<file path="config.mk">
export PLATFORM = sky130hd
export DESIGN_NAME = lidf_top
export DESIGN_NICKNAME = d
export VERILOG_FILES = /design/src/lidf_pkg.sv /design/src/lidf_top.sv
export SDC_FILE = /design/constraint.sdc
export NUM_CORES = 1
export LEC_CHECK = 0
export BUFFER_PORTS_ARGS = -buffer_cell sky130_fd_sc_hd__clkbuf_2
export CORE_AREA = 2 2 158 221
export DETAILED_ROUTE_END_ITERATION = 8
export DIE_AREA = 0 0 160 223
export GPL_ROUTABILITY_DRIVEN = 0
export PLACE_DENSITY = 0.77
export SLEW_MARGIN = 20
export SYNTH_ARGS = -nofsm -noshare
export SYNTH_HDL_FRONTEND = slang
export SYNTH_SLANG_ARGS = --single-unit
export TNS_END_PERCENT = 30
</file>
<file path="constraint.sdc">
create_clock -name clk_i -period 4.15 [get_ports clk_i]
set_input_delay 0.2075 -clock clk_i [delete_from_list [all_inputs] [get_ports clk_i]]
set_output_delay 0.2075 -clock clk_i [all_outputs]
set_load 0.03 [all_outputs]
</file>
<file path="src/lidf_pkg.sv">
// lidf_pkg: constants and types for the lossless image decode front end.
// assumes a single 20 MHz graphics-engine clock and an Avalon-MM register port.
package lidf_pkg;

  // ----------------------------------------------------------------
  // register map (byte offsets)
  // ----------------------------------------------------------------
  localparam logic [5:0] LIDF_OFS_CTRL = 6'h00;
  localparam logic [5:0] LIDF_OFS_STATUS = 6'h04;
  localparam logic [5:0] LIDF_OFS_POS = 6'h08;
  localparam logic [5:0] LIDF_OFS_SIZE = 6'h0c;
  localparam logic [5:0] LIDF_OFS_RES = 6'h10;
  localparam logic [5:0] LIDF_OFS_BASE = 6'h14;
  localparam logic [5:0] LIDF_OFS_REMAIN = 6'h18;
  localparam int LIDF_CTRL_EN_BIT = 0;
  localparam logic LIDF_CTRL_EN_RST = 1'b1;
  localparam logic [1:0] LIDF_RESP_OK = 2'h0;
  localparam logic [1:0] LIDF_RESP_SLVERR = 2'h2;

  // ----------------------------------------------------------------
  // command word layout
  // ----------------------------------------------------------------
  localparam int LIDF_HDR_WORDS = 6;
  localparam int LIDF_LO_LSB = 0;
  localparam int LIDF_HI_LSB = 16;
  localparam int LIDF_FIELD_W = 12;
  localparam int LIDF_BASE_LSB = 7;
  localparam int LIDF_MODE_LSB = 14;
  localparam logic [31:0] LIDF_FIX_LEN = 32'h10;
  localparam logic [11:0] LIDF_MAX_W = 12'h800;
  localparam logic [1:0] LIDF_MODE_RSVD = 2'h0;
  localparam logic [1:0] LIDF_MODE_16 = 2'h1;
  localparam logic [1:0] LIDF_MODE_24 = 2'h2;
  localparam logic [1:0] LIDF_MODE_16UP = 2'h3;

  // ----------------------------------------------------------------
  // image stream
  // ----------------------------------------------------------------
  localparam logic [5:0] LIDF_IMG_HDR_LEN = 6'h23;
  localparam logic [7:0] LIDF_MK_PREFIX = 8'hff;
  localparam logic [7:0] LIDF_MK_EOI = 8'hd9;
  localparam logic [7:0] LIDF_THR1 = 8'h03;
  localparam logic [7:0] LIDF_THR2 = 8'h07;
  localparam logic [7:0] LIDF_THR3 = 8'h15;
  localparam logic [7:0] LIDF_RESET_VAL = 8'h40;

  // ----------------------------------------------------------------
  // error codes
  // ----------------------------------------------------------------
  localparam logic [3:0] LIDF_ERR_NONE = 4'h0;
  localparam logic [3:0] LIDF_ERR_LEN = 4'h1;
  localparam logic [3:0] LIDF_ERR_SHORT = 4'h2;
  localparam logic [3:0] LIDF_ERR_LONG = 4'h3;
  localparam logic [3:0] LIDF_ERR_MODE = 4'h4;
  localparam logic [3:0] LIDF_ERR_SIZE = 4'h5;
  localparam logic [3:0] LIDF_ERR_BOUNDS = 4'h6;
  localparam logic [3:0] LIDF_ERR_EOI = 4'h7;
  localparam logic [3:0] LIDF_ERR_HDR = 4'h8;
  localparam logic [3:0] LIDF_ERR_DPATH = 4'h9;

  typedef enum logic [2:0] {
    LIDF_IDLE, LIDF_CMD, LIDF_IMG, LIDF_DATA, LIDF_TAIL, LIDF_DONE, LIDF_FAIL
  } lidf_state_t;

endpackage

</file>
<file path="src/lidf_top.sv">
// lidf_top: command reader, header processor and byte feeder of the decoder.
// assumes the decoder, command parser and word source all run on clk_i.
// How it works
// [RL1] mode bits 15:14: 11 up-converting 16bpp, 10 24bpp, 01 16bpp, 00 rejected.
// [RL2] 16bpp modes keep top 5 red, 6 green, 5 blue bits.
// [RL3] frame base in bits 31:7, 128-byte units; bits 6:0 ignored.
// [RL4] x, width, horizontal resolution are 12-bit fields in bits 11:0; y, height, vertical resolution in bits 27:16.
// [RL5] issuer keeps horizontal resolution a multiple of 8 for 24bpp and up-converting.
// [RL6] length below 16 plus one image byte gives code 1.
// [RL7] rectangle outside frame resolution gives code 6.
// [RL8] zero height or width, or width above 2048, gives code 5.
// [RL9] unsupported color mode gives code 4.
// [RL10] markers must run soi, sof, sos, data, eoi; bad parameters give code 8.
// [RL11] frame lines or samples differing from command height or width give code 8.
// [RL12] lse, dnl, dri, rst, app and com markers are refused as unsupported.
// [RL13] never read past length; running dry before last pixel gives code 2.
// [RL14] residual length or prefetched data after last pixel gives code 3.
// [RL15] missing or misplaced end-of-image marker gives code 7.
// [RL16] any error aborts, reports to parser, then idles until deselected.
// [RL17] deselect before completion abandons the command and returns to idle.
// [RL18] each source word is consumed lowest byte first.
// [RL19] compressed samples are 24-bit in every mode.
// [RL20] zero to three pad bytes after the end marker are discarded.
// [RL21] regular and run modes decoded downstream at about 3 and 1 clocks per pixel.
// [RL22] frame header: length 0x0011, precision 8, components 1..3, factors 1, table 0.
// [RL23] scan header: length 0x000c, three components, near 0, ilv 2, approx 0.
// [RL24] fixed thresholds 3, 7, 21 and reset 64 go to the decoder.
// [RL25] only the first error code is kept until deselected.
// [RL26] completion is raised after an error-free last pixel and held until deselect.
//
// The register addresses and the Avalon-MM interface to the registers were decided locally.
module lidf_top
  import lidf_pkg::*;
(
  // clock and reset
  input wire logic clk_i,
  input wire logic arst_n_i,
  // avalon-mm register slave
  input wire logic [5:0] avs_address_i,
  input wire logic avs_read_i,
  input wire logic avs_write_i,
  input wire logic [31:0] avs_writedata_i,
  input wire logic [3:0] avs_byteenable_i,
  output logic [31:0] avs_readdata_o,
  output logic [1:0] avs_response_o,
  output logic avs_waitrequest_o,
  // command parser
  input wire logic sel_i,
  output logic done_o,
  output logic err_o,
  output logic [3:0] err_code_o,
  // command data source
  input wire logic [31:0] src_data_i,
  input wire logic src_valid_i,
  output logic src_ready_o,
  // data segment decoder
  output logic [7:0] dec_byte_o,
  output logic dec_byte_valid_o,
  input wire logic dec_byte_ready_i,
  input wire logic dec_pix_valid_i,
  input wire logic [23:0] dec_pix_i,
  input wire logic dec_pix_last_i,
  input wire logic dec_residue_i,
  input wire logic dec_err_i,
  output logic [11:0] img_width_o,
  output logic [11:0] img_height_o,
  output logic [7:0] thr1_o,
  output logic [7:0] thr2_o,
  output logic [7:0] thr3_o,
  output logic [7:0] reset_val_o,
  // pixel writer
  output logic [23:0] pix_o,
  output logic pix_valid_o,
  output logic [1:0] mode_o,
  output logic [11:0] hres_o,
  output logic [31:0] base_addr_o
);
  import lidf_pkg::*;

  // ----------------------------------------------------------------
  // state
  // ----------------------------------------------------------------
  typedef struct packed {
    lidf_state_t st;
    logic [2:0] widx;
    logic [31:0] len;
    logic [31:0] rem;
    logic [11:0] x, y, w, h, hr, vr;
    logic [1:0] mode;
    logic [24:0] base;
    logic [31:0] wbuf;
    logic [2:0] wcnt;
    logic [5:0] hidx;
    logic ff_pend;
    logic ff_fwd;
    logic [3:0] err;
    logic en;
    logic ack;
    logic [31:0] rdata;
    logic [1:0] resp;
    logic [23:0] pix;
    logic pix_v;
  } lidf_regs_t;

  lidf_regs_t r_reg, r_next;

  // ----------------------------------------------------------------
  // helpers
  // ----------------------------------------------------------------
  // expected image header byte; the size fields come from the command
  function automatic logic [7:0] lidf_hdr_byte(input logic [5:0] i, input logic [11:0] h,
                                               input logic [11:0] w);
    case (i)
      6'd0, 6'd2, 6'd21: lidf_hdr_byte = LIDF_MK_PREFIX; // RL10
      6'd1: lidf_hdr_byte = 8'hd8;
      6'd3: lidf_hdr_byte = 8'hf7;
      6'd5: lidf_hdr_byte = 8'h11; // RL22
      6'd6: lidf_hdr_byte = 8'h08; // RL22
      6'd7: lidf_hdr_byte = {4'h0, h[11:8]}; // RL11
      6'd8: lidf_hdr_byte = h[7:0]; // RL11
      6'd9: lidf_hdr_byte = {4'h0, w[11:8]}; // RL11
      6'd10: lidf_hdr_byte = w[7:0]; // RL11
      6'd11, 6'd18, 6'd25, 6'd30: lidf_hdr_byte = 8'h03;
      6'd12, 6'd26: lidf_hdr_byte = 8'h01;
      6'd13, 6'd16, 6'd19: lidf_hdr_byte = 8'h11; // RL22
      6'd15, 6'd28, 6'd33: lidf_hdr_byte = 8'h02; // RL22 RL23
      6'd22: lidf_hdr_byte = 8'hda;
      6'd24: lidf_hdr_byte = 8'h0c; // RL23
      default: lidf_hdr_byte = 8'h00;
    endcase
  endfunction

  // markers the stream may not carry
  function automatic logic lidf_unsup(input logic [7:0] b);
    lidf_unsup = (b == 8'hf8) || (b == 8'hdc) || (b == 8'hdd) || (b[7:3] == 5'h1a) ||
                 (b[7:4] == 4'he) || (b == 8'hfe); // RL12
  endfunction

  logic [7:0] cur_b;
  logic avail;
  logic dry;
  logic busy;
  logic [12:0] xw, yh;

  assign cur_b = r_reg.wbuf[7:0]; // RL18
  assign avail = (r_reg.wcnt != 3'h0);
  assign dry = !avail && (r_reg.rem == 32'h0);
  assign busy = (r_reg.st != LIDF_IDLE) && (r_reg.st != LIDF_DONE) && (r_reg.st != LIDF_FAIL);
  assign xw = {1'b0, r_reg.x} + {1'b0, r_reg.w};
  assign yh = {1'b0, r_reg.y} + {1'b0, r_reg.h};

  // ----------------------------------------------------------------
  // next state
  // ----------------------------------------------------------------
  always_comb begin
    logic [3:0] e;
    logic consume;
    logic [31:0] d;
    r_next = r_reg;
    e = LIDF_ERR_NONE;
    consume = 1'b0;
    d = src_data_i;
    r_next.pix_v = 1'b0;

    // register bus: one wait state, read data captured on the first cycle
    r_next.ack = (avs_read_i || avs_write_i) && !r_reg.ack;
    if ((avs_read_i || avs_write_i) && !r_reg.ack) begin
      r_next.resp = LIDF_RESP_OK;
      r_next.rdata = 32'h0;
      case (avs_address_i)
        LIDF_OFS_CTRL: r_next.rdata = {31'h0, r_reg.en};
        LIDF_OFS_STATUS: r_next.rdata = {16'h0, 5'h0, r_reg.st, r_reg.err, 2'h0,
                                         r_reg.st == LIDF_FAIL, r_reg.st == LIDF_DONE};
        LIDF_OFS_POS: r_next.rdata = {4'h0, r_reg.y, 4'h0, r_reg.x};
        LIDF_OFS_SIZE: r_next.rdata = {4'h0, r_reg.h, 4'h0, r_reg.w};
        LIDF_OFS_RES: r_next.rdata = {4'h0, r_reg.vr, r_reg.mode, 2'h0, r_reg.hr};
        LIDF_OFS_BASE: r_next.rdata = {r_reg.base, 7'h0};
        LIDF_OFS_REMAIN: r_next.rdata = r_reg.rem;
        default: r_next.resp = LIDF_RESP_SLVERR;
      endcase
      if (avs_write_i && avs_address_i == LIDF_OFS_CTRL && avs_byteenable_i[0]) begin
        r_next.en = avs_writedata_i[LIDF_CTRL_EN_BIT];
      end
    end

    // word refill for the byte states
    if (src_valid_i && src_ready_o && r_reg.st != LIDF_CMD) begin
      r_next.wbuf = d;
      r_next.wcnt = 3'h4;
    end

    case (r_reg.st)
      LIDF_IDLE: begin
        if (sel_i && r_reg.en) begin
          r_next.st = LIDF_CMD;
          r_next.widx = 3'h0;
          r_next.err = LIDF_ERR_NONE;
          r_next.wcnt = 3'h0;
          r_next.rem = 32'h0;
          r_next.ff_pend = 1'b0;
          r_next.ff_fwd = 1'b0;
        end
      end
      LIDF_CMD: begin
        if (src_valid_i) begin
          r_next.widx = r_reg.widx + 3'h1;
          case (r_reg.widx)
            3'h1: begin
              r_next.len = d;
              if (d < LIDF_FIX_LEN + 32'h1) e = LIDF_ERR_LEN; // RL6
            end
            3'h2: begin
              r_next.x = d[LIDF_LO_LSB +: LIDF_FIELD_W]; // RL4
              r_next.y = d[LIDF_HI_LSB +: LIDF_FIELD_W]; // RL4
            end
            3'h3: begin
              r_next.w = d[LIDF_LO_LSB +: LIDF_FIELD_W]; // RL4
              r_next.h = d[LIDF_HI_LSB +: LIDF_FIELD_W]; // RL4
            end
            3'h4: r_next.base = d[31:LIDF_BASE_LSB]; // RL3
            3'h5: begin
              r_next.hr = d[LIDF_LO_LSB +: LIDF_FIELD_W]; // RL4
              r_next.vr = d[LIDF_HI_LSB +: LIDF_FIELD_W]; // RL4
              r_next.mode = d[LIDF_MODE_LSB +: 2]; // RL1
              r_next.rem = r_reg.len - LIDF_FIX_LEN;
              r_next.hidx = 6'h0;
              r_next.st = LIDF_IMG;
            end
            default: ;
          endcase
        end
      end
      LIDF_IMG: begin
        // parameter checks run once, before any image byte is taken
        if (r_reg.hidx == 6'h0 && r_reg.widx != 3'h0) begin
          r_next.widx = 3'h0;
          if (r_reg.mode == LIDF_MODE_RSVD) e = LIDF_ERR_MODE; // RL1 RL9
          else if (r_reg.w == 12'h0 || r_reg.h == 12'h0 || r_reg.w > LIDF_MAX_W)
            e = LIDF_ERR_SIZE; // RL8
          else if (xw > {1'b0, r_reg.hr} || yh > {1'b0, r_reg.vr})
            e = LIDF_ERR_BOUNDS; // RL7
        end else if (avail) begin
          consume = 1'b1;
          if (cur_b != lidf_hdr_byte(r_reg.hidx, r_reg.h, r_reg.w)) begin
            if (cur_b == LIDF_MK_EOI && (r_reg.hidx == 6'd1 || r_reg.hidx == 6'd3 ||
                                         r_reg.hidx == 6'd22))
              e = LIDF_ERR_EOI; // RL15
            else
              e = LIDF_ERR_HDR; // RL10 RL11 RL12 RL22 RL23
          end else if (r_reg.hidx == LIDF_IMG_HDR_LEN - 6'h1) begin
            r_next.st = LIDF_DATA;
          end
          r_next.hidx = r_reg.hidx + 6'h1;
        end else if (dry) begin
          e = LIDF_ERR_SHORT; // RL13
        end
      end
      LIDF_DATA: begin
        if (dec_pix_valid_i && dec_pix_last_i) begin
          r_next.st = LIDF_TAIL;
          r_next.ff_fwd = 1'b0;
        end
        if (r_reg.ff_pend) begin
          if (avail && cur_b[7]) begin
            consume = 1'b1;
            r_next.ff_pend = 1'b0;
            if (cur_b == LIDF_MK_EOI) e = LIDF_ERR_EOI; // RL15
            else if (lidf_unsup(cur_b)) e = LIDF_ERR_HDR; // RL12
            else e = LIDF_ERR_EOI; // RL15
          end else if (dec_byte_valid_o && dec_byte_ready_i) begin
            r_next.ff_pend = 1'b0;
            r_next.ff_fwd = 1'b1;
          end else if (dry) begin
            e = LIDF_ERR_SHORT; // RL13
          end
        end else if (avail) begin
          if (cur_b == LIDF_MK_PREFIX && !r_reg.ff_fwd) begin
            consume = 1'b1;
            r_next.ff_pend = 1'b1;
          end else if (dec_byte_ready_i) begin
            consume = 1'b1;
            r_next.ff_fwd = 1'b0;
          end
        end else if (dry && !(dec_pix_valid_i && dec_pix_last_i)) begin
          e = LIDF_ERR_SHORT; // RL13
        end
      end
      LIDF_TAIL: begin
        if (avail) begin
          consume = 1'b1;
          if (!r_reg.ff_pend) begin
            if (cur_b == LIDF_MK_PREFIX) r_next.ff_pend = 1'b1;
            else e = LIDF_ERR_EOI; // RL15
          end else if (cur_b != LIDF_MK_EOI) begin
            e = LIDF_ERR_EOI; // RL15
          end else if (r_reg.rem != 32'h1 || dec_residue_i) begin
            e = LIDF_ERR_LONG; // RL14
          end else begin
            r_next.st = LIDF_DONE; // RL26
          end
        end else if (dry) begin
          e = LIDF_ERR_EOI; // RL15
        end
      end
      LIDF_DONE, LIDF_FAIL: ;
      default: r_next.st = LIDF_IDLE;
    endcase

    // byte taken: shift toward the low lane, drop pad bytes past the length
    if (consume) begin
      r_next.wbuf = {8'h0, r_reg.wbuf[31:8]}; // RL18
      r_next.rem = r_reg.rem - 32'h1;
      r_next.wcnt = (r_reg.rem == 32'h1) ? 3'h0 : r_reg.wcnt - 3'h1; // RL20
    end

    if (busy && dec_err_i && e == LIDF_ERR_NONE) e = LIDF_ERR_DPATH; // RL16
    if (busy && e != LIDF_ERR_NONE) begin
      r_next.st = LIDF_FAIL; // RL16
      r_next.err = e; // RL25
    end

    // pixels pass only while the image is live; 16bpp keeps top bits
    if (r_reg.st == LIDF_DATA && dec_pix_valid_i) begin
      r_next.pix_v = 1'b1;
      case (r_reg.mode)
        LIDF_MODE_16: r_next.pix = {8'h0, dec_pix_i[23:19], dec_pix_i[15:10],
                                    dec_pix_i[7:3]}; // RL2 RL19
        LIDF_MODE_16UP: r_next.pix = {dec_pix_i[23:19], 3'h0, dec_pix_i[15:10], 2'h0,
                                      dec_pix_i[7:3], 3'h0}; // RL2 RL19
        default: r_next.pix = dec_pix_i; // RL19
      endcase
    end

    if (!sel_i) r_next.st = LIDF_IDLE; // RL17
  end

  always_ff @(posedge clk_i or negedge arst_n_i) begin
    if (!arst_n_i) begin
      r_reg <= '0;
      r_reg.st <= LIDF_IDLE;
      r_reg.en <= LIDF_CTRL_EN_RST;
    end else begin
      r_reg <= r_next;
    end
  end

  // ----------------------------------------------------------------
  // outputs
  // ----------------------------------------------------------------
  // source is stalled once the length is used up, so nothing past it is read
  assign src_ready_o = (r_reg.st == LIDF_CMD) ||
                       ((r_reg.st == LIDF_IMG || r_reg.st == LIDF_DATA ||
                         r_reg.st == LIDF_TAIL) && !avail && r_reg.rem != 32'h0); // RL13
  assign dec_byte_o = r_reg.ff_pend ? LIDF_MK_PREFIX : cur_b;
  assign dec_byte_valid_o = (r_reg.st == LIDF_DATA) &&
                            (r_reg.ff_pend ? (avail && !cur_b[7]) :
                             (avail && (cur_b != LIDF_MK_PREFIX || r_reg.ff_fwd))); // RL21
  assign done_o = (r_reg.st == LIDF_DONE); // RL26
  assign err_o = (r_reg.st == LIDF_FAIL); // RL16
  assign err_code_o = r_reg.err;
  assign avs_waitrequest_o = (avs_read_i || avs_write_i) && !r_reg.ack;
  assign avs_readdata_o = r_reg.rdata;
  assign avs_response_o = r_reg.resp;
  assign img_width_o = r_reg.w;
  assign img_height_o = r_reg.h;
  assign thr1_o = LIDF_THR1; // RL24
  assign thr2_o = LIDF_THR2; // RL24
  assign thr3_o = LIDF_THR3; // RL24
  assign reset_val_o = LIDF_RESET_VAL; // RL24
  assign pix_o = r_reg.pix;
  assign pix_valid_o = r_reg.pix_v;
  assign mode_o = r_reg.mode;
  assign hres_o = r_reg.hr;
  assign base_addr_o = {r_reg.base, 7'h0}; // RL3

endmodule // lidf_top

</file>
==> flow_metrics.py, run 1 <==
metrics = {
    "clocking": {
        "htreeDepth": 1,
        "cts_tree": "done",
        "cts_buffer_depth": 3,
        "clkSinkCount": 276,
        "insertion_delay_ns": 0.58,
        "cts_buffers": 29,
        "cts_root_buffer": "clkbuf_16",
        "clk_pin_slew_ns": 0.06,
    },
    "critical_path": {
        "cp.arrival_ns": 4.88,
        "cp-end-kind": "flip-flop",
        "cp_num_buf_inv": 0,
        "critPathLaunchType": "flip-flop",
        "max_stage_delay_ns": 0.41,
        "crit_family": "compound AO/OA/AOI/OAI gates",
        "path_common_cell": "a21oi_2",
        "slowest_stage": "dfrtp_1",
        "crit_required_ns": 4.61,
        "critical_path.cell_chain": "ha_1 > a21o_1 > a21oi_2 > o21bai_1 > a21oi_2 > nor2b_2 > o2111ai_2 > nand3_2 > o41ai_4 > xnor2_1 > ha_1 > a21oi_2 > o21ai_1 > o31ai_2 > nand4_1 > o31ai_2 > and4b_4 > nand4_4 > o211a_1",
        "path_max_fanout": 5,
        "worstSetupPathType": "flip-flop to flip-flop",
    },
    "floorplan": {
        "die_height_um": 223,
        "fp.dieW_um": 160,
        "num_rows": 80,
        "ios": 287,
        "die_area_um2": 35700,
        "start_util": 0.511,
        "core_area_um2": 33800,
    },
    "yosys": {
        "synth_edf_count": 0,
        "synth_cell_type_count": 82,
        "syn_avg_cell_area_um2": 9.15,
        "synth_warnings": 0,
        "ys_ff_latch": 276,
        "async_reset_ff_frac": 1.00,
        "netlist_area_um2": 17300,
        "synth_cells": 1888,
        "ys_seq_area_frac": 0.400,
        "synth_flop_cell": "dfrtp_1",
    },
    "layout": {
        "regArea_um2": 6910,
        "multi_input_area_um2": 8850,
        "nets": 2196,
        "fillers": 2943,
        "drive_gt1_frac": 0.251,
        "final_area_um2": 19600,
        "areaGrowthSynthToFinish_pct": 13.2,
        "final-instance-count-excl-fill": 2494,
        "largest_reg_flops": 143,
    },
    "timing": {
        "finalHoldViolCount": 0,
        "drv_slew": 0,
        "worst_slew_pin_slew_ns": 1.06,
        "skew_ns": 0.0124,
        "relSlewSlack": 0.290,
        "grt_setup_unrepaired": "true",
        "setup_ws_ns": -0.264,
        "setup_viol": 7,
        "worst_hold_slack_ns": 0.00207,
        "post-route-min-period_ns": 4.41,
        "fin_setup_tns_ns": -1.25,
        "finalCritPeriodShare": 1.06,
        "clock.fmax_mhz": 227,
    },
    "pwr": {
        "ir_drop_uv": 387,
        "power.density_nw_per_um2": 590,
        "seqPwrFrac": 0.340,
        "power_frac_comb": 0.427,
        "netSwitchingFraction": 0.430,
        "p_sw_w": 0.00496,
        "p_int_w": 0.00659,
        "p_leak_nw": 9.74,
        "pwr-share-clk": 0.233,
    },
    "global_routing": {
        "grt_max_degree": 121,
        "overflow": 0,
        "antenna_found_initial": 1,
        "grt_pass1_vias": 15159,
        "grt_pass1_wl_mm": 86.5,
        "grt_use_total": 0.311,
    },
    "placed_design": {
        "io_buffers": 212,
        "placed_cell_area_um2": 18000,
        "pre_cts_ws_ns": -0.279,
        "dpl.cell_count": 2397,
        "hpwl_mm": 40.5,
    },
    "status": {
        "violations": "negative setup slack",
        "status": "finished, violations left",
    },
    "route": {
        "ant_nets": 0,
        "routed_wl_mm": 56.9,
        "drtPass1Iterations": 7,
        "drc": 0,
        "drt-vias-per-instance": 6.22,
        "num_vias": 15501,
        "avgRoutedWirePerCell_um": 22.8,
        "drt-initial-drc-count": 1622,
    },
    "run": {
        "drv_cap": 0,
    },
    "worst_hold_path": {
        "hp-class": "primary input to flip-flop",
    },
}
## cell type report
class                      instances  share of cell area
multi-input combinational       1329               0.452
inverter                          62              0.0119
clock buffer                      38              0.0419
tap                              451              0.0288
timing repair buffer             325               0.104
clock inverter                    12             0.00774
sequential                       276               0.353
antenna                            1            0.000128
## final timing paths
path / startpoint / end / slack [ns] / cells past startpoint
setup / recovery: r_reg[196] / r_reg[275] / -0.26 / 19
hold / removal: src_data_i[19] / r_reg[138] / 0.002 / 3
setup reg to reg: r_reg[196] / r_reg[275] / -0.26 / 19
hold reg to reg: avs_readdata_o[8] / avs_readdata_o[8] / 0.48 / 1
max in group asynchronous: arst_n_i / r_reg[216] / 2.86 / 3
min in group asynchronous: arst_n_i / r_reg[186] / 0.36 / 2
## kinds of logic (layout without fill, tap and decap cells)
| group | count (synthesis) | in the layout | synth area share |
|---|---|---|---|
| mux | 145 | 145 | 0.0923 |
| compound gates | 443 | 443 | 0.163 |
| other cells | 2 | 41 | 0.000435 |
| xor+xnor | 51 | 51 | 0.0258 |
| buf+inv | 321 | 437 | 0.107 |
| fa+ha+maj | 64 | 64 | 0.0472 |
| flops | 276 | 276 | 0.400 |
| simple gates | 586 | 586 | 0.164 |
## cell usage after synthesis (25+ instances only)
cell | count | share of area
inv_1 | 62 | 0.013
nand2_1 | 241 | 0.052
ha_1 | 62 | 0.045
nor4_1 | 25 | 0.0090
buf_4 | 164 | 0.071
o21ai_0 | 160 | 0.046
xnor2_1 | 34 | 0.017
clkbuf_1 | 77 | 0.017
nor2_1 | 112 | 0.024
nand3_1 | 35 | 0.010
nor3_1 | 34 | 0.0098
a21oi_1 | 83 | 0.024
mux2i_1 | 30 | 0.017
mux2_2 | 115 | 0.075
dfrtp_1 | 275 | 0.40
a22oi_1 | 33 | 0.014
## per-stage QoR
step | total power (W) | util
2_1_floorplan | 0.00745 | -
3_3_place_gp | 0.00848 | 0.532
4_1_cts | 0.0114 | 0.575
3_5_place_dp | 0.00866 | 0.532
6_report | 0.0116 | 0.578
5_1_grt | 0.0122 | 0.578
## layer usage
metal,routed length (um),GRT usage,up-vias
met5,0,0,-
met4,4920,0.228,0
met3,5090,0.0649,281
met2,27100,0.516,927
met1,19700,0.355,7524
li1,-,-,6769
## cells in the final DEF (no fill, tap or decap), drive strengths merged, types with 8 or more instances in the layout
cell type and count:
clkbuf 249, nor4 25, a22oi 33, nor2 112, or2 12, nand2b 18
buf 75, a22o 15, or3 13, a211oi 14, mux2i 30, inv 64
o22ai 8, nand3 35, conb 40, dfrtp 275, xor2 17, nand4 15
xnor2 34, and3 14, o21ai 164, a21o 11, a221o 8, ha 62
o21bai 9, a21oi 83, nor3 34, a31oi 14, nand2 241, mux2 115
a221oi 21, nor2b 24, dlygate4sd3 39
## timing repair
action                                  in CTS  in global routing
setup buffers                                5                  3
gates resized for setup                     14                 16
hold buffers                                39                  0
endpoints found under the setup margin       7                  7
hold endpoints to repair                   168                  0
pin swaps                                   14                 20
## power by group through the flow
stage	clock (W)	combinational [W]	sequential (W)
2_1_floorplan	0	0.00381	0.00364
3_3_place_gp	0	0.00459	0.00389
3_5_place_dp	0	0.00473	0.00393
4_1_cts	0.00270	0.00482	0.00388
5_1_grt	0.00281	0.00538	0.00399
6_report	0.00269	0.00493	0.00393
## worst min-delay path: stages
cell	delay [ns]
clkbuf_2	0.20
nand2_1	0.06
o21ai_0	0.07
Power figures use the tool's default switching activity.
==> inputs of run 2 (changes only) <==
--- a/config.mk
+++ b/config.mk
@@ -6,11 +6,11 @@
 export NUM_CORES = 1
 export LEC_CHECK = 0
 export BUFFER_PORTS_ARGS = -buffer_cell sky130_fd_sc_hd__clkbuf_2
-export CORE_AREA = 2 2 158 221
+export CORE_AREA = 2 2 152 213
 export DETAILED_ROUTE_END_ITERATION = 8
-export DIE_AREA = 0 0 160 223
+export DIE_AREA = 0 0 154 215
 export GPL_ROUTABILITY_DRIVEN = 0
-export PLACE_DENSITY = 0.77
+export PLACE_DENSITY = 0.79
 export SLEW_MARGIN = 20
 export SYNTH_ARGS = -nofsm -noshare
 export SYNTH_HDL_FRONTEND = slang
==> constraint.sdc (replaced) <==
create_clock -name clk_i -period 4.1 [get_ports clk_i]
set_input_delay 0.205 -clock clk_i [delete_from_list [all_inputs] [get_ports clk_i]]
set_output_delay 0.205 -clock clk_i [all_outputs]
set_load 0.03 [all_outputs]
==> run 2 against run 1 <==
Against the previous run:
- the flow still finishes with violations (negative setup slack)
- sequential power rose by 2%
- cell area fell by 0.76%
- combinational power is 1% higher
- critical path depth rose by 2
- non-clock buffer count increased by 2
- power is 0.74% higher
- core utilization grew 4.2 points
- sequential cell count stayed put
- global-route usage up 2.5 points
- clock skew decreased by 0.0024 ns
- first-iteration DRC count decreased by 3.1%
- clock power is 1% lower
==> flow_metrics.py, run 2 (synthesis results as in run 1) <==
metrics = {
    "timing": {
        "setup_viol": 7,
        "worst_slew_pin_slew_ns": 1.05,
        "drv_slew": 0,
        "grt_setup_unrepaired": "true",
        "skew_ns": 0.0100,
        "worst_hold_slack_ns": 0.0248,
        "clock.fmax_mhz": 231,
        "post-route-min-period_ns": 4.34,
        "finalCritPeriodShare": 1.06,
        "finalHoldViolCount": 0,
        "setup_ws_ns": -0.236,
        "relSlewSlack": 0.296,
    },
    "route": {
        "avgRoutedWirePerCell_um": 23.0,
        "drtPass1Iterations": 5,
        "ant_nets": 0,
        "num_vias": 15460,
        "drt-vias-per-instance": 6.33,
        "drc": 0,
        "routed_wl_mm": 56.0,
        "drt-initial-drc-count": 1572,
    },
    "global_routing": {
        "antenna_found_initial": 1,
        "grt_max_degree": 107,
        "grt_pass1_vias": 15319,
        "grt_use_total": 0.336,
        "grt_pass1_wl_mm": 86.9,
        "overflow": 0,
    },
    "pwr": {
        "power.density_nw_per_um2": 599,
        "p_leak_nw": 9.71,
        "ir_drop_uv": 367,
    },
    "layout": {
        "nets": 2197,
        "areaGrowthSynthToFinish_pct": 12.4,
        "final_util": 0.620,
        "layout_commonest_cell": "dfrtp_1",
        "largest_reg_flops": 143,
        "drive_gt1_frac": 0.244,
        "final_cell_mix": "dfrtp_1 (275), nand2_1 (241), clkbuf_2 (211)",
    },
    "floorplan": {
        "start_util": 0.552,
        "ios": 287,
        "num_rows": 77,
        "fp.dieW_um": 154,
        "core_area_um2": 31300,
        "die_height_um": 215,
        "die_area_um2": 33100,
    },
    "critical_path": {
        "cp-end-kind": "flip-flop",
        "crit_required_ns": 4.56,
        "cp-startpoint": "img_width_o[1]",
        "cp.arrival_ns": 4.80,
        "path_max_fanout": 5,
        "critPathLaunchType": "flip-flop",
        "rr_startpoint": "img_width_o[1]",
        "worstSetupPathType": "flip-flop to flip-flop",
    },
    "placed_design": {
        "hpwl_mm": 39.8,
        "io_buffers": 212,
        "pre_cts_ws_ns": -0.328,
    },
    "clocking": {
        "clk_pin_slew_ns": 0.06,
        "htreeDepth": 1,
        "insertion_delay_ns": 0.58,
        "clkSinkCount": 276,
        "cts_tree": "done",
        "cts_buffers": 28,
        "cts_root_buffer": "clkbuf_16",
        "cts_buffer_depth": 3,
    },
    "worst_hold_path": {
        "hp-class": "primary input to flip-flop",
        "hold_start": "src_data_i[22]",
    },
    "run": {
        "drv_cap": 0,
    },
    "status": {
        "status": "finished, violations left",
        "violations": "negative setup slack",
    },
}
## run 2: cell count changes in the layout (fill, tap and decap cells not counted), moves of 2 or more
cell,before,now
o41ai_4,2,0
a21oi_2,6,2
o31ai_2,2,0
a21oi_1,76,81
o2111ai_1,0,2
o2111ai_2,2,0
clkbuf_1,3,5
dlygate4sd3_1,39,42
o41ai_2,0,2
## run 2: worst max-delay path, stage by stage, from the launching register on
cell       delay (ns)
dfrtp_1          0.38
ha_1             0.30
a21o_1           0.20
a21oi_2          0.14
o21bai_1         0.07
a21oi_1          0.19
nor2b_1          0.10
o2111ai_1        0.22
nand3_1          0.15
o41ai_2          0.25
xnor2_1          0.13
ha_1             0.34
nand3_2          0.11
nor4_4           0.27
a21oi_1          0.07
o31ai_1          0.07
nand4_1          0.14
buf_6            0.16
o31ai_4          0.24
and4b_4          0.30
nand4_4          0.12
o211a_1          0.26
## run 2: path summary, 6_finish.rpt
kind | slack, ns | end | cells past startpoint
max | -0.24 | r_reg[275] | 21
max in group asynchronous | 2.73 | r_reg[60] | 3
min | 0.02 | r_reg[141] | 3
min in group asynchronous | 0.23 | img_height_o[7] | 2
max reg2reg | -0.24 | r_reg[275] | 21
min reg2reg | 0.48 | r_reg[97] | 2
## run 2: per-stage QoR
stage	power, W	cell area (um^2)	cells	setup TNS [ns]
5_1_grt	0.0122	19400	2440	-2.74
3_5_place_dp	0.00876	17900	2342	-1.61
3_3_place_gp	0.00858	17900	2342	-0.365
2_1_floorplan	0.00754	17400	1926	0
6_report	0.0116	19400	2441	-0.977
4_1_cts	0.0115	19400	2437	-0.470
## run 2: routing by layer
metal,share of wire,GRT usage
met5,0,0
met4,0.098,0.274
met3,0.095,0.0696
met2,0.46,0.538
met1,0.35,0.389
## run 2: repair_timing
action                                 in CTS  in global routing
setup endpoints to repair                   7                  7
resized for setup                           8                 10
cloned                                      0                  0
endpoints found under the hold margin     158                  0
pin swaps                                   6                 15
buffers inserted                            2                  3
hold buffers                               42                  0
## run 2: power by group
part | internal [W] | switching [W]
logic | 0.00178 | 0.00321
clock network | 0.00151 | 0.00114
registers | 0.00329 | 0.000703
## run 2: area by class of cell
type / count / area [um^2]
multi-input cells: 1329 / 8780
well taps: 395 / 494
clock buffers: 40 / 816
clock inverters: 11 / 129
diodes: 1 / 2.50
inverters: 62 / 233
flip-flops and latches: 276 / 6910
repair buffers: 327 / 2060
fillers: 2556 / 11900
==> inputs of run 3 (changes only) <==
==> constraint.sdc (replaced) <==
create_clock -name clk_i -period 4.65 [get_ports clk_i]
set_input_delay 0.2325 -clock clk_i [delete_from_list [all_inputs] [get_ports clk_i]]
set_output_delay 0.2325 -clock clk_i [all_outputs]
set_load 0.03 [all_outputs]
==> run 3 against run 2 <==
Against the previous run:
- the flow now finishes without violations
- clock power fell by 6%
- clock skew is 0.0029 ns higher
- non-clock buffer count decreased by 46
- final cell count fell by 1.9%
- power fell by 12%
- worst hold slack lost 0.0069 ns
- highest routed layer unchanged
- fmax shrank 1.9%
- die area stayed put
- register-to-register slack improved by 0.47 ns
- via count fell by 1.8%
- combinational power decreased by 16%
- setup slack improved by 0.47 ns
- critical endpoint unchanged
==> flow_metrics.py, run 3 (synthesis results as in run 1) <==
metrics = {
    "status": {
        "status": "completed",
    },
    "placed_design": {
        "placed_cell_area_um2": 17700,
        "io_buffers": 212,
        "dpl.cell_count": 2310,
        "pre_cts_ws_ns": 0.192,
        "hpwl_mm": 38.8,
    },
    "timing": {
        "drv_slew": 0,
        "worst_slew_pin_slew_ns": 1.14,
        "worst_hold_slack_ns": 0.0179,
        "setup_ws_ns": 0.229,
        "clock.fmax_mhz": 226,
        "finalHoldViolCount": 0,
        "finalCritPeriodShare": 0.951,
        "skew_ns": 0.0130,
        "setup_viol": 0,
        "post-route-min-period_ns": 4.42,
        "relSlewSlack": 0.239,
    },
    "layout": {
        "layout_commonest_cell": "dfrtp_1",
        "final-instance-count-excl-fill": 2395,
        "final_cell_mix": "dfrtp_1 (275), nand2_1 (241), clkbuf_2 (211)",
        "largest_reg_flops": 143,
        "final_area_um2": 19100,
        "nets": 2151,
        "final_util": 0.611,
        "drive_gt1_frac": 0.235,
        "areaGrowthSynthToFinish_pct": 10.6,
    },
    "route": {
        "drt-initial-drc-count": 1290,
        "drc": 0,
        "ant_nets": 0,
        "routed_wl_mm": 53.7,
        "num_vias": 15176,
        "drtPass1Iterations": 7,
        "avgRoutedWirePerCell_um": 22.4,
        "drt-vias-per-instance": 6.34,
    },
    "critical_path": {
        "critical_path.cell_chain": "ha_1 > nor2b_1 > o31a_1 > o21ai_0 > a21oi_1 > nor2_2 > o21ai_1 > xor2_1 > ha_1 > a21o_1 > a21oi_2 > o21ai_0 > o31ai_1 > nand4_1 > o31ai_2 > and4b_4 > nand4_4 > o211a_1",
        "cp.arrival_ns": 4.88,
        "critPathLaunchType": "flip-flop",
        "slowest_stage": "dfrtp_1",
        "max_stage_delay_ns": 0.46,
        "crit_required_ns": 5.11,
        "path_max_fanout": 6,
        "reg2reg_depth": 18,
        "worstSetupPathType": "flip-flop to flip-flop",
        "cp-end-kind": "flip-flop",
    },
    "clocking": {
        "cts_tree": "done",
        "htreeDepth": 1,
        "insertion_delay_ns": 0.57,
        "clk_pin_slew_ns": 0.07,
        "cts_buffer_depth": 3,
        "clkSinkCount": 276,
        "cts_buffers": 28,
        "cts_root_buffer": "clkbuf_16",
    },
    "pwr": {
        "p_int_w": 0.00590,
        "ir_drop_uv": 401,
        "pwr-share-clk": 0.242,
        "power_frac_comb": 0.411,
        "p_leak_nw": 9.52,
        "power.density_nw_per_um2": 536,
        "p_sw_w": 0.00434,
        "netSwitchingFraction": 0.424,
        "seqPwrFrac": 0.347,
    },
    "global_routing": {
        "grt_pass1_vias": 14977,
        "overflow": 0,
        "antenna_found_initial": 1,
        "grt_max_degree": 136,
        "grt_use_total": 0.319,
        "grt_pass1_wl_mm": 82.9,
    },
    "worst_hold_path": {
        "hold_depth": 3,
        "hp-class": "primary input to flip-flop",
    },
    "floorplan": {
        "start_util": 0.552,
        "die_area_um2": 33100,
        "die_height_um": 215,
        "ios": 287,
        "core_area_um2": 31300,
        "num_rows": 77,
        "fp.dieW_um": 154,
    },
    "run": {
        "drv_cap": 0,
    },
}
[run 3: cell types whose count changed in the layout (fill, tap and decap cells not counted), moves of 2 or more]
cell           before  now
buf_4              71   36
dlygate4sd3_1      42   30
bufinv_16           2    6
clkbuf_8            7    3
clkinv_2            4    8
clkbuf_1            5    2
a21oi_1            81   79
a21oi_2             2    4
o31ai_2             0    2
[run 3: power by group through the flow]
stage	logic [W]	clock network [W]	registers, W
2_1_floorplan	0.00340	0	0.00325
3_3_place_gp	0.00399	0	0.00352
3_5_place_dp	0.00410	0	0.00356
4_1_cts	0.00415	0.00250	0.00351
5_1_grt	0.00461	0.00260	0.00360
6_report	0.00421	0.00248	0.00355
[run 3: cell type report]
class / instances / area [um^2]
fill: 2625 / 12200
multi-input combinational: 1329 / 8760
sequential: 276 / 6910
timing repair buffer: 281 / 1710
clock buffer: 33 / 749
tap: 395 / 494
clock inverter: 18 / 262
inverter: 62 / 233
antenna: 1 / 2.50
[run 3: critical path: cells and delay by family (launching register included)]
family	cells	cell delay [ns]
fa+ha+maj	2	0.67
xor+xnor	1	0.17
simple gates	5	0.97
compound gates	10	2.02
flops	1	0.46
[run 3: worst paths after layout]
| check | slack (ns) | from | end |
|---|---|---|---|
| min reg2reg | 0.48 | pix_o[4] | pix_o[4] |
| min | 0.02 | src_data_i[12] | r_reg[88] |
| min in group asynchronous | 0.14 | arst_n_i | r_reg[139] |
| max reg2reg | 0.23 | img_width_o[2] | r_reg[275] |
| max | 0.23 | img_width_o[2] | r_reg[275] |
| max in group asynchronous | 3.19 | arst_n_i | r_reg[253] |
[run 3: metrics by stage]
stage	setup TNS, ns	power, W
after floorplan	0	0.00665
after global placement	0	0.00751
after detailed placement	0	0.00766
after CTS	0	0.0102
after global routing	-0.0910	0.0108
final	0	0.0102
[run 3: layer usage]
metal,GRT usage,vias up,share of wire
met5,0,-,0
met1,0.369,7377,0.36
met4,0.260,0,0.092
met2,0.519,862,0.47
li1,-,6676,-
met3,0.0530,261,0.079
[run 3: repair_timing]
item                                   in CTS  in global routing
setup endpoints to repair                   0                  7
hold buffers                               30                  0
resized for setup                           0                 14
setup buffers                               0                  1
endpoints found under the hold margin     170                  0
